--- src/ssir_pkg.sv ---
package ssir_pkg;

	// ----------------------------------------
	// register map (byte addresses)
	// ----------------------------------------
	localparam logic [7:0] SSIR_OFF_XFER_CNT = 8'h00;
	localparam logic [7:0] SSIR_OFF_COMMAND = 8'h0C;
	localparam logic [7:0] SSIR_OFF_BUS_STATUS = 8'h10;
	localparam logic [7:0] SSIR_OFF_INT_REASON = 8'h14;
	localparam logic [7:0] SSIR_OFF_SEQ_PROGRESS = 8'h18;
	localparam logic [7:0] SSIR_OFF_TARGET_ID = 8'h40;
	localparam logic [7:0] SSIR_OFF_CTRL = 8'h44;
	localparam logic [7:0] SSIR_OFF_DMA_STATUS = 8'h54;

	// ----------------------------------------
	// field positions
	// ----------------------------------------
	localparam int SSIR_ST_INT = 7;
	localparam int SSIR_ST_IOE = 6;
	localparam int SSIR_ST_PE = 5;
	localparam int SSIR_ST_CTZ = 4;
	localparam int SSIR_CMD_DMA = 7;
	localparam int SSIR_CTRL_RST_REPORT = 0;
	localparam int SSIR_CTRL_PARITY1 = 1;
	localparam int SSIR_CTRL_PARITY2 = 2;
	localparam int SSIR_CTRL_ENHANCED = 3;
	localparam int SSIR_DMA_SCSI_INT = 4;
	localparam int SSIR_ID_W = 3;

	// ----------------------------------------
	// reset values and codes
	// ----------------------------------------
	localparam logic [7:0] SSIR_REASON_RST = 8'h00;
	localparam logic [3:0] SSIR_FLAGS_RST = 4'h0;
	localparam logic [3:0] SSIR_CTRL_RST = 4'h0;
	localparam logic [3:0] SSIR_SEQ_RST = 4'h0;
	localparam logic [2:0] SSIR_PHASE_RST = 3'h0;
	localparam logic [6:0] SSIR_CMD_NOP = 7'h00;
	localparam logic [7:0] SSIR_READ_ZERO = 8'h00;

	// bus phase encodings (msg, c/d, i/o)
	typedef enum logic [2:0] {
		SSIR_PH_DATA_OUT = 3'b000,
		SSIR_PH_DATA_IN = 3'b001,
		SSIR_PH_COMMAND = 3'b010,
		SSIR_PH_STATUS = 3'b011,
		SSIR_PH_RSVD0 = 3'b100,
		SSIR_PH_RSVD1 = 3'b101,
		SSIR_PH_MSG_OUT = 3'b110,
		SSIR_PH_MSG_IN = 3'b111
	} ssir_phase_e;

	// events reported by the scsi core, one-cycle pulses
	typedef struct packed {
		logic bus_reset;
		logic bad_command;
		logic disconnect;
		logic service_request;
		logic success;
		logic reselected;
		logic [3:0] seq_state;
	} ssir_int_ev_s;

	typedef struct packed {
		logic dir_conflict;
		logic fifo_overrun;
		logic sync_phase_change;
		logic cmd_overwrite;
		logic parity_error;
		logic count_zero;
		logic cmd_end;
		logic initiator;
		logic idle;
	} ssir_cond_s;

endpackage

--- src/ssir_sticky.sv ---
`timescale 1ns/100ps
// sticky flag, set wins over clear
module ssir_sticky (
	// clock and reset
	input wire logic clk,
	input wire logic rst_n,
	// controls
	input wire logic set,
	input wire logic clr,
	// state
	output logic q
);
	always_ff @(posedge clk or negedge rst_n) begin
		if (!rst_n) begin
			q <= 1'b0;
		end else if (set) begin
			q <= 1'b1;
		end else if (clr) begin
			q <= 1'b0;
		end
	end
endmodule

--- src/ssir_reason_queue.sv ---
`timescale 1ns/100ps
// holds one stacked interrupt behind the pending one
module ssir_reason_queue
	import ssir_pkg::*;
(
	// clock and reset
	input wire logic clk,
	input wire logic rst_n,
	input wire logic soft_clr,
	// new events
	input wire logic ev_valid,
	input wire ssir_pkg::ssir_int_ev_s ev_in,
	// pop when first interrupt serviced
	input wire logic pop,
	// held event
	output logic held_valid,
	output ssir_pkg::ssir_int_ev_s held_ev
);
	// single slot; a third event merges into the held one
	always_ff @(posedge clk or negedge rst_n) begin
		if (!rst_n) begin
			held_valid <= 1'b0;
			held_ev <= '0;
		end else if (soft_clr) begin
			held_valid <= 1'b0;
			held_ev <= '0;
		end else if (pop) begin
			// an event in the popping cycle takes the freed slot instead of being lost
			held_valid <= ev_valid;
			held_ev <= ev_valid ? ev_in : ssir_int_ev_s'('0);
		end else if (ev_valid) begin
			held_valid <= 1'b1;
			held_ev <= held_ev | ev_in;
		end
	end
endmodule

--- src/ssir_top.sv ---
// The AHB-Lite slave port was decided locally.
`timescale 1ns/100ps
module ssir_top
	import ssir_pkg::*;
(
	// clock and reset
	input wire logic SYS_CLK,
	input wire logic RESET_N,
	input wire logic SOFT_RESET,
	// ahb-lite slave
	input wire logic HSEL,
	input wire logic [31:0] HADDR,
	input wire logic [1:0] HTRANS,
	input wire logic HWRITE,
	input wire logic [2:0] HSIZE,
	input wire logic [31:0] HWDATA,
	input wire logic HREADY,
	output logic [31:0] HRDATA,
	output logic HREADYOUT,
	output logic HRESP,
	// scsi core events and conditions
	input wire ssir_pkg::ssir_int_ev_s CORE_EV,
	input wire ssir_pkg::ssir_cond_s CORE_COND,
	input wire ssir_pkg::ssir_phase_e BUS_PHASE,
	// outputs to core
	output logic [2:0] TARGET_ID,
	output logic [6:0] CMD_CODE,
	output logic CMD_STROBE,
	output logic CMD_ILLEGAL,
	output logic XFER_RELOAD,
	output logic INT_OUT
);
	import ssir_pkg::*;

	// ----------------------------------------
	// bus slave
	// ----------------------------------------
	logic dp_valid_ff;
	logic dp_write_ff;
	logic [7:0] dp_addr_ff;
	wire addr_take = HSEL && HREADY && HTRANS[1];

	// capture address phase; zero wait states, so it stays short
	always_ff @(posedge SYS_CLK or negedge RESET_N) begin
		if (!RESET_N) begin
			dp_valid_ff <= 1'b0;
			dp_write_ff <= 1'b0;
			dp_addr_ff <= 8'h00;
		end else begin
			dp_valid_ff <= addr_take;
			dp_write_ff <= HWRITE;
			dp_addr_ff <= HADDR[7:0];
		end
	end

	// never stall: every register answers in the cycle after its address
	assign HREADYOUT = 1'b1;
	assign HRESP = 1'b0;

	// read strobe at address phase so data is ready in the data phase
	wire rd_take = addr_take && !HWRITE;
	wire rd_reason = rd_take && (HADDR[7:0] == SSIR_OFF_INT_REASON);
	wire wr_go = dp_valid_ff && dp_write_ff;
	wire wr_cmd = wr_go && (dp_addr_ff == SSIR_OFF_COMMAND);
	wire wr_id = wr_go && (dp_addr_ff == SSIR_OFF_TARGET_ID);
	wire wr_ctrl = wr_go && (dp_addr_ff == SSIR_OFF_CTRL);

	// ----------------------------------------
	// control registers
	// ----------------------------------------
	logic [3:0] ctrl_ff;
	logic [2:0] target_id_ff;
	logic [7:0] cmd_ff;

	// soft reset returns control and command to their idle values
	always_ff @(posedge SYS_CLK or negedge RESET_N) begin
		if (!RESET_N) begin
			ctrl_ff <= SSIR_CTRL_RST;
			cmd_ff <= 8'h00;
		end else if (SOFT_RESET) begin
			ctrl_ff <= SSIR_CTRL_RST;
			cmd_ff <= 8'h00;
		end else begin
			if (wr_ctrl) begin
				ctrl_ff <= HWDATA[3:0];
			end
			if (wr_cmd) begin
				cmd_ff <= HWDATA[7:0];
			end
		end
	end

	// id no reset
	// left out of the reset list on purpose: software value must survive
	always_ff @(posedge SYS_CLK) begin
		if (wr_id) begin
			target_id_ff <= HWDATA[SSIR_ID_W-1:0];
		end
	end

	// mode bits decoded once, read by the phase output select and the parity flag
	wire enhanced = ctrl_ff[SSIR_CTRL_ENHANCED];
	wire parity_on = ctrl_ff[SSIR_CTRL_PARITY1] || ctrl_ff[SSIR_CTRL_PARITY2];

	// ----------------------------------------
	// command decode
	// ----------------------------------------
	// command code decode
	// eighteen legal codes: 00-03 general, 10-17 initiator, 40-45 idle
	wire [6:0] cmd_code = HWDATA[6:0];
	wire cmd_general = (cmd_code <= 7'h03);
	wire cmd_init = (cmd_code >= 7'h10) && (cmd_code <= 7'h17);
	wire cmd_idle_grp = (cmd_code >= 7'h40) && (cmd_code <= 7'h45);
	wire cmd_bad = !(cmd_general || (cmd_init && CORE_COND.initiator) || (cmd_idle_grp && CORE_COND.idle));
	wire cmd_is_dma = HWDATA[SSIR_CMD_DMA];
	wire reload = wr_cmd && cmd_is_dma;

	assign CMD_CODE = cmd_ff[6:0];
	assign TARGET_ID = target_id_ff;

	logic cmd_stb_ff;
	logic cmd_bad_ff;
	logic reload_ff;
	// strobe outputs registered for clean timing to the core
	always_ff @(posedge SYS_CLK or negedge RESET_N) begin
		if (!RESET_N) begin
			cmd_stb_ff <= 1'b0;
			cmd_bad_ff <= 1'b0;
			reload_ff <= 1'b0;
		end else begin
			cmd_stb_ff <= wr_cmd && !cmd_bad;
			cmd_bad_ff <= wr_cmd && cmd_bad;
			reload_ff <= reload;
		end
	end
	assign CMD_STROBE = cmd_stb_ff;
	assign CMD_ILLEGAL = cmd_bad_ff;
	assign XFER_RELOAD = reload_ff;

	// ----------------------------------------
	// interrupt reason and stacking
	// ----------------------------------------
	logic int_flag_ff;
	logic [7:0] reason_ff;
	logic [3:0] seq_ff;
	logic held_valid;
	ssir_int_ev_s held_ev;
	ssir_int_ev_s ev_now;

	always_comb begin
		ev_now = CORE_EV;
		ev_now.bus_reset = CORE_EV.bus_reset && ctrl_ff[SSIR_CTRL_RST_REPORT];
		ev_now.bad_command = CORE_EV.bad_command || cmd_bad_ff;
		ev_now.disconnect = CORE_EV.disconnect && (CORE_COND.initiator || CORE_COND.idle);
		ev_now.service_request = CORE_EV.service_request && CORE_COND.initiator;
		ev_now.success = CORE_EV.success && CORE_COND.initiator;
	end

	// seq_state alone never interrupts; it only travels with a reason
	wire ev_any = ev_now.bus_reset || ev_now.bad_command || ev_now.disconnect ||
		ev_now.service_request || ev_now.success || ev_now.reselected;
	// reads without pending interrupt do nothing
	wire service = rd_reason && int_flag_ff;
	// stack while pending
	// an event that meets a servicing read while one is still held must queue
	// behind the held one, or loading the held reasons would swallow it
	wire stack_ev = ev_any && int_flag_ff && (!service || held_valid);
	wire load_held = service && held_valid;
	wire [7:0] ev_bits = {ev_now.bus_reset, ev_now.bad_command, ev_now.disconnect,
		ev_now.service_request, ev_now.success, ev_now.reselected, 2'b00};
	wire [7:0] held_bits = {held_ev.bus_reset, held_ev.bad_command, held_ev.disconnect,
		held_ev.service_request, held_ev.success, held_ev.reselected, 2'b00};

	// one slot is enough: the flag itself stands for the first interrupt
	ssir_reason_queue u_queue (
		.clk(SYS_CLK),
		.rst_n(RESET_N),
		.soft_clr(SOFT_RESET),
		.ev_valid(stack_ev),
		.ev_in(ev_now),
		.pop(service),
		.held_valid(held_valid),
		.held_ev(held_ev)
	);

	// flag and reason update
	// an event in the servicing cycle is loaded, or queued behind a held one, not lost
	always_ff @(posedge SYS_CLK or negedge RESET_N) begin
		if (!RESET_N) begin
			int_flag_ff <= 1'b0;
			reason_ff <= SSIR_REASON_RST;
			seq_ff <= SSIR_SEQ_RST;
		end else if (SOFT_RESET) begin
			int_flag_ff <= 1'b0;
			reason_ff <= SSIR_REASON_RST;
			seq_ff <= SSIR_SEQ_RST;
		end else if (load_held) begin
			int_flag_ff <= 1'b1;
			reason_ff <= held_bits;
			seq_ff <= held_ev.seq_state;
		end else if (ev_any && (!int_flag_ff || service)) begin
			int_flag_ff <= 1'b1;
			reason_ff <= ev_bits;
			seq_ff <= ev_now.seq_state;
		end else if (service) begin
			int_flag_ff <= 1'b0;
			reason_ff <= SSIR_REASON_RST;
			seq_ff <= SSIR_SEQ_RST;
		end
	end

	assign INT_OUT = int_flag_ff;

	// ----------------------------------------
	// bus-status flags
	// ----------------------------------------
	logic ioe_q;
	logic pe_q;
	logic ctz_q;
	// io-error and parity flags clear on serviced reason read and reset
	// soft reset clears the same flags as a serviced read
	wire flag_clr = service || SOFT_RESET;
	wire ioe_set = CORE_COND.dir_conflict || CORE_COND.fifo_overrun || CORE_COND.cmd_overwrite ||
		(CORE_COND.sync_phase_change && CORE_COND.initiator) ||
		(wr_cmd && (cmd_ff != 8'h00) && !CMD_STROBE);
	wire pe_set = CORE_COND.parity_error && parity_on;

	ssir_sticky u_ioe (
		.clk(SYS_CLK),
		.rst_n(RESET_N),
		.set(ioe_set),
		.clr(flag_clr),
		.q(ioe_q)
	);

	ssir_sticky u_pe (
		.clk(SYS_CLK),
		.rst_n(RESET_N),
		.set(pe_set),
		.clr(flag_clr),
		.q(pe_q)
	);

	// count-zero, reload clears, read does not
	// the reason read is deliberately not a clear term here
	ssir_sticky u_ctz (
		.clk(SYS_CLK),
		.rst_n(RESET_N),
		.set(CORE_COND.count_zero),
		.clr(reload || SOFT_RESET),
		.q(ctz_q)
	);

	// ----------------------------------------
	// phase bits
	// ----------------------------------------
	logic [2:0] phase_latch_ff;
	logic latch_closed_ff;

	// latch at command end, reopen on reason read
	always_ff @(posedge SYS_CLK or negedge RESET_N) begin
		if (!RESET_N) begin
			phase_latch_ff <= SSIR_PHASE_RST;
			latch_closed_ff <= 1'b0;
		end else if (service || SOFT_RESET) begin
			latch_closed_ff <= 1'b0;
		// the first command end wins; later ones wait for the reopening read
		end else if (CORE_COND.cmd_end && !latch_closed_ff) begin
			phase_latch_ff <= BUS_PHASE;
			latch_closed_ff <= 1'b1;
		end
	end

	// phase encoding passed through as-is
	// reserved codes are not filtered; software sees what the bus shows
	wire [2:0] phase_out = (enhanced && latch_closed_ff) ? phase_latch_ff : BUS_PHASE;

	// ----------------------------------------
	// read data
	// ----------------------------------------
	// interrupt mirror
	wire [7:0] dma_status = {3'b000, int_flag_ff, 4'h0};
	// bit 3 is reserved and reads as zero
	wire [7:0] bus_status = {int_flag_ff, ioe_q, pe_q, ctz_q, 1'b0, phase_out};
	logic [7:0] rd_mux;

	// write-only and unmapped locations read as zero
	always_comb begin
		case (HADDR[7:0])
			SSIR_OFF_BUS_STATUS: rd_mux = bus_status;
			SSIR_OFF_INT_REASON: rd_mux = reason_ff;
			SSIR_OFF_SEQ_PROGRESS: rd_mux = {4'h0, seq_ff};
			SSIR_OFF_COMMAND: rd_mux = cmd_ff;
			SSIR_OFF_CTRL: rd_mux = {4'h0, ctrl_ff};
			SSIR_OFF_DMA_STATUS: rd_mux = dma_status;
			default: rd_mux = SSIR_READ_ZERO;
		endcase
	end

	logic [31:0] rdata_ff;
	// sampled at address phase, before the read's own clearing takes effect
	always_ff @(posedge SYS_CLK or negedge RESET_N) begin
		if (!RESET_N) begin
			rdata_ff <= 32'h0000_0000;
		end else if (rd_take) begin
			rdata_ff <= {24'h00_0000, rd_mux};
		end
	end
	// upper bytes stay zero: one 8-bit register per word
	assign HRDATA = rdata_ff;

endmodule

--- config.mk ---
export PLATFORM = sky130hd
export DESIGN_NAME = ssir_top
export DESIGN_NICKNAME = d
export VERILOG_FILES = /design/src/ssir_pkg.sv /design/src/ssir_sticky.sv /design/src/ssir_reason_queue.sv /design/src/ssir_top.sv
export SDC_FILE = /design/constraint.sdc
export NUM_CORES = 1
export LEC_CHECK = 0
export BUFFER_PORTS_ARGS = -buffer_cell sky130_fd_sc_hd__buf_2
export CORE_ASPECT_RATIO = 1.25
export CORE_MARGIN = 1
export CORE_UTILIZATION = 45
export CTS_CLUSTER_SIZE = 10
export DETAILED_ROUTE_END_ITERATION = 12
export GPL_ROUTABILITY_DRIVEN = 0
export PLACE_DENSITY = 0.78
export SLEW_MARGIN = 20
export SYNTH_ARGS = -nofsm -noshare
export SYNTH_HDL_FRONTEND = slang
export SYNTH_HIERARCHICAL = 1
export SYNTH_SLANG_ARGS = --single-unit
--- constraint.sdc ---
create_clock -name SYS_CLK -period 1.75 [get_ports SYS_CLK]
set_input_delay 0.2625 -clock SYS_CLK [delete_from_list [all_inputs] [get_ports SYS_CLK]]
set_output_delay 0.2625 -clock SYS_CLK [all_outputs]
set_load 0.02 [all_outputs]
=== After elaboration in Yosys (flattened, before gate mapping) ===
Index checks and enable logic that the tools add are counted.

* Order comparisons: 5
* Eq/ne operators: 9
* Mux-type cells: 32
* Bitwise gates (word level): 2
* Reduce and logical (&&, ||, !) cells: 64

{| class="wikitable"
|+ Operator list
! kind !! number
|-
| $mux W8 || 6
|-
| $pmux W8 S6 || 1
|-
| $mux W10 || 4
|-
| $eq A8 B7 Y1 const B || 4
|-
| $logic_and A1 B1 Y1 || 30
|-
| $eq A8 B5 Y1 const B || 3
|-
| $mux W4 || 6
|-
| $logic_or A1 B1 Y1 || 18
|-
| $eq A8 B4 Y1 const B || 2
|-
| $mux W1 || 14
|-
| $reduce_bool A2 Y1 || 6
|-
| $or A10 B10 Y10 || 1
|-
| $reduce_bool A8 Y1 || 1
|-
| $ge A7 B5 Y1 const B || 1
|-
| $ge A7 B7 Y1 const B || 1
|-
| $le A7 B2 Y1 const B || 1
|-
| $le A7 B5 Y1 const B || 1
|-
| $le A7 B7 Y1 const B || 1
|-
| $logic_not A1 Y1 || 6
|-
| $reduce_bool A4 Y1 || 1
|-
| $mux W3 || 1
|-
| $reduce_bool A3 Y1 || 1
|-
| $reduce_and A2 Y1 || 1
|-
| $not A1 Y1 || 1
|}

* Flip-flop bits (word level): 67
* Bits of input ports: 97
* Word-level logic and storage cells: 138

=== Longest topological paths before layout ===
* Word-level depth: 11
* Depth in mapped cells: 7

=== By module ===
The synthesis kept the hierarchy.

{| class="wikitable"
|+ By module, submodules not included
! module !! times used !! cells each !! area each (um2) !! seq. area each (um2)
|-
| ssir_top || 1 || 258 || 2821.5 || 1291.2
|-
| ssir_reason_queue || 1 || 47 || 460.4 || 275.3
|-
| ssir_sticky || 3 || 3 || 36.3 || 25.0
|}

=== Worst setup path before layout ===
No wires, ideal clock.

* Kind: input to register
* Start point: input HADDR[3]
* End point: register u_queue.held_valid
* Data arrival time: 1678 ps
* Required time: 1627 ps
* Path slack: -51 ps
* Stages: 6
* Cells stage by stage: or4b_1 nor2_1 and3_1 clkbuf_2 nand2b_1 a21oi_1

* Cells in the longest elaborated chain, start to end: 8

{| class="wikitable"
|+ Ends and longest elaborated chain
! element !! line !! source
|-
| start: declaration || ssir_top.sv:12 || <nowiki>input wire logic [31:0] HADDR,</nowiki>
|-
| $eq A8 B5 Y1 * || ssir_top.sv:62 || <nowiki>wire rd_reason = rd_take && (HADDR[7:0] == SSIR_OFF_INT_REASON);</nowiki>
|-
| $logic_and A1 B1 Y1 * || ssir_top.sv:62 ||
|-
| $logic_and A1 B1 Y1 * || ssir_top.sv:163 || <nowiki>wire service = rd_reason && int_flag_ff;</nowiki>
|-
| net service || ssir_top.sv:163 ||
|-
| $logic_not A1 Y1 || ssir_top.sv:167 || <nowiki>wire stack_ev = ev_any && int_flag_ff && (!service || held_valid);</nowiki>
|-
| $logic_or A1 B1 Y1 || ssir_top.sv:167 ||
|-
| $logic_and A1 B1 Y1 || ssir_top.sv:167 ||
|-
| $mux W1 || ssir_reason_queue.sv:27 || <nowiki>end else if (pop) begin</nowiki>
|-
| $mux W1 || ssir_reason_queue.sv:24 || <nowiki>end else if (soft_clr) begin</nowiki>
|-
| end signal: assignment || ssir_reason_queue.sv:29 || <nowiki>held_valid <= ev_valid;</nowiki>
|-
| end: declaration || ssir_reason_queue.sv:16 || <nowiki>output logic held_valid,</nowiki>
|}

Mark *: on every way through the listed nets, which the timed path passes. The rest lies on a longest branch.
A chain may end at the register's enable or synchronous reset.

=== Worst setup path after layout ===
* Start point: register ctrl_ff[0]
* End point: register seq_ff[0]

* Cells in the longest elaborated chain, start to end: 10

{| class="wikitable"
|+ Ends and longest elaborated chain
! element !! line !! source
|-
| start: declaration || ssir_top.sv:71 || <nowiki>logic [3:0] ctrl_ff;</nowiki>
|-
| start signal: assignment || ssir_top.sv:85 || <nowiki>ctrl_ff <= HWDATA[3:0];</nowiki>
|-
| $logic_and A1 B1 Y1 * || ssir_top.sv:152 || <nowiki>ev_now.bus_reset = CORE_EV.bus_reset && ctrl_ff[SSIR_CTRL_RST_REPORT];</nowiki>
|-
| $logic_or A1 B1 Y1 * (3 in series) || ssir_top.sv:160 || <nowiki>wire ev_any = ev_now.bus_reset || ev_now.bad_command || ev_now.disconnect ||</nowiki>
|-
| $logic_or A1 B1 Y1 * (2 in series) || ssir_top.sv:161 || <nowiki>ev_now.service_request || ev_now.success || ev_now.reselected;</nowiki>
|-
| $logic_and A1 B1 Y1 * || ssir_top.sv:201 || <nowiki>end else if (ev_any && (!int_flag_ff || service)) begin</nowiki>
|-
| $mux W4 || ssir_top.sv:201 ||
|-
| $mux W4 || ssir_top.sv:197 || <nowiki>end else if (load_held) begin</nowiki>
|-
| $mux W4 || ssir_top.sv:193 || <nowiki>end else if (SOFT_RESET) begin</nowiki>
|-
| end signal: assignment || ssir_top.sv:200 || <nowiki>seq_ff <= held_ev.seq_state;</nowiki>
|-
| end signal: assignment || ssir_top.sv:204 || <nowiki>seq_ff <= ev_now.seq_state;</nowiki>
|-
| end: declaration || ssir_top.sv:145 || <nowiki>logic [3:0] seq_ff;</nowiki>
|}

Mark *: on every way between the ends. The rest lies on a longest branch, timed or not.

==> flow_summary.ini <==
[routing]
wl_mm = 7.93
ant_nets = 0
wl_per_cell_um = 15.7
vias_per_cell = 5.42
first_pass_iters = 10
drc = 2
vias = 2743
initialDrtViolationCount = 214

[min_path]
hp-class = input port to register

[yosys]
synth_cells = 314
synth_seq_area_share_pct = 48.4
synth_cell_types = 59
synth-seq-cells = 65
syn_area_per_cell_um2 = 10.8
synth-edff-count = 3
yosys-top-cells-area = dfrtp_1 (46%), buf_4 (7.5%), mux2i_1 (3.5%)
synth_top_area_cell = dfrtp_1
synth_flop_cell = dfrtp_1
yosys_warnings = 6
synth_top_area_share_pct = 45.8
syn_area_um2 = 3390
async_reset_ff_share_pct = 95.4

[die]
placementRows = 35
coreArea_um2 = 7310
io_pins = 145
initial_core_util_pct = 46.4
die_h_um = 99.1
dieArea_um2 = 7890
fp.dieW_um = 79.6

[layout]
syn2layout_area_growth_pct = 22.1
fin_nets = 506
mostFrequentLayoutCell = buf_2
antennaDiodeCount = 0
layout_common_cells = buf_2 (66), dfrtp_1 (62), buf_4 (37), conb_1 (26), nor2_1 (23)
drive_gt1_share_pct = 35.7

[global_routing]
grt_first_pass_wirelength_mm = 12.7
grt-busiest-layer = met2
grt_start_max_net_pins = 46
grt_pass1_vias = 2647
grt_use_met3_pct = 3.89
grt.met1_usage_pct = 24.9
grt_overflow = 0
antenna_found_initial = 0
grtUsageTotal_pct = 21.4
grt_use_met2_pct = 36.6

[sta]
period_share_pct = 92.8
fin_skew_ns = 0.00812
fin_crit_ns = 1.62
hold_slack_ns = 0.0505
final_max_slew_viol_count = 0
setup_violations = 0
rsz0062_at_grt = false
fin_ws_ns = 0.125
worst_pin_slew_ns = 0.498
hold_viol = 0
clock.fmax_mhz = 616
slew_headroom_pct = 66.5

[flow_run]
max_cap_violations = 0

[cts]
cts_made_buffers = 9
cts_tree = done
cts_max_level = 3
clock_latency_ns = 0.34
cts_sinks = 65
clock_path_buffers = 2
clockRootBuffer = clkbuf_8
clkTransAtPathRegs_ns = 0.07

[power]
vdd.ir_drop.worst_uv = 452
power_density_nw_per_um2 = 792
total_leakage_power_uw = 0.00214

[setup_path]
start_kind = register
max_stage_delay_ns = 0.38
required_ns = 1.97
crit_chain = a211oi_1 > and4b_2 > and4bb_2 > a221o_1
cp_top_family = simple AND/OR/NAND/NOR gates
cp.arrival_ns = 1.85
crit_path_top_delay_cell = dfrtp_1
crit_buf_inv = 0
crit_type = register to register
path_max_fanout = 8
endpoint_kind = register

[run_status]
violations = design-rule violations
status = finished with violations

[place]
dpl.hpwl_mm = 6.13
place_ws_ns = -0.160
port_buffers = 66
state kept, by name, indices dropped and copies added, names as in the netlist, 3 cells and up:
signal and count:
u_queue/held_ev 10, HRDATA 8, cmd_ff 8, dp_addr_ff 8
reason_ff 6, ctrl_ff 4, seq_ff 4, TARGET_ID 3
phase_latch_ff 3
cell usage after synthesis (all sizes together) (6+ instances only):
cell type and count:
mux2 6, nand2 17, o21ai 7, nand4 7, a21oi 16, buf 41
mux2i 12, nor2 25, dfrtp 62, and3 7, nand2b 15, inv 7
routing by layer:
layer / routed length [µm] / up-vias
li1: - / 1279
met1: 3120 / 1322
met2: 4080 / 116
met3: 398 / 26
met4: 334 / 0
met5: 0 / -
logic make-up after synthesis:
| logic type | synth area share [%] |
|---|---|
| muxes | 5.54 |
| and+or+nand+nor | 21.1 |
| AOI/OAI and AO/OA | 14.2 |
| other | 0.221 |
| buffers and inverters | 10.4 |
| DFF | 48.4 |
cell type report:
class                      count  area, µm²
fill                         616       3170
timing repair buffer         106        658
multi-input combinational    220       1500
clock buffer                  10        138
sequential                    65       1640
clock inverter                 6       57.6
tap                           92        115
inverter                       7       26.3
final timing paths:
check,from,endpoint,slack (ns),cells past startpoint
max,ctrl_ff[0],seq_ff[0],0.13,4
min,HWRITE,dp_write_ff,0.05,1
max reg2reg,ctrl_ff[0],seq_ff[0],0.13,4
min reg2reg,HRDATA[4],HRDATA[4],0.49,2
max in group asynchronous,RESET_N,reason_ff[2],0.78,3
min in group asynchronous,RESET_N,cmd_ff[7],0.39,2
what timing repair did:
item | CTS | global route
gates cloned | 0 | 0
hold buffers | 1 | 0
endpoints found under the setup margin | 5 | 6
buffers inserted | 0 | 0
hold endpoints to repair | 17 | 0
resized for setup | 1 | 2
worst register-to-register path, cell delays in order (launching register included):
cell	delay, ns
dfrtp_1	0.38
a211oi_1	0.22
and4b_2	0.38
and4bb_2	0.27
a221o_1	0.26
through the flow:
| step | total power, µW | setup TNS, ns | cell area, µm² | instances | util [%] |
|---|---|---|---|---|---|
| 6_report | 3280 | 0 | 4140 | 506 | 56.6 |
| 5_1_grt | 3410 | 0 | 4140 | 506 | 56.6 |
| 4_1_cts | 3300 | 0 | 4130 | 506 | 56.5 |
| 3_5_place_dp | 2080 | -2.60 | 3930 | 489 | 53.7 |
| 3_3_place_gp | 2060 | -2.23 | 3930 | 489 | 53.7 |
| 2_1_floorplan | 1920 | 0 | 3490 | 338 | - |
power breakdown:
| part | switching (µW) | internal, µW | leakage, µW |
|---|---|---|---|
| clock | 545 | 685 | 0.000103 |
| sequential | 43.7 | 1580 | 0.000836 |
| combinational | 250 | 174 | 0.00120 |
Note: power is estimated with default switching activity, not from simulation.
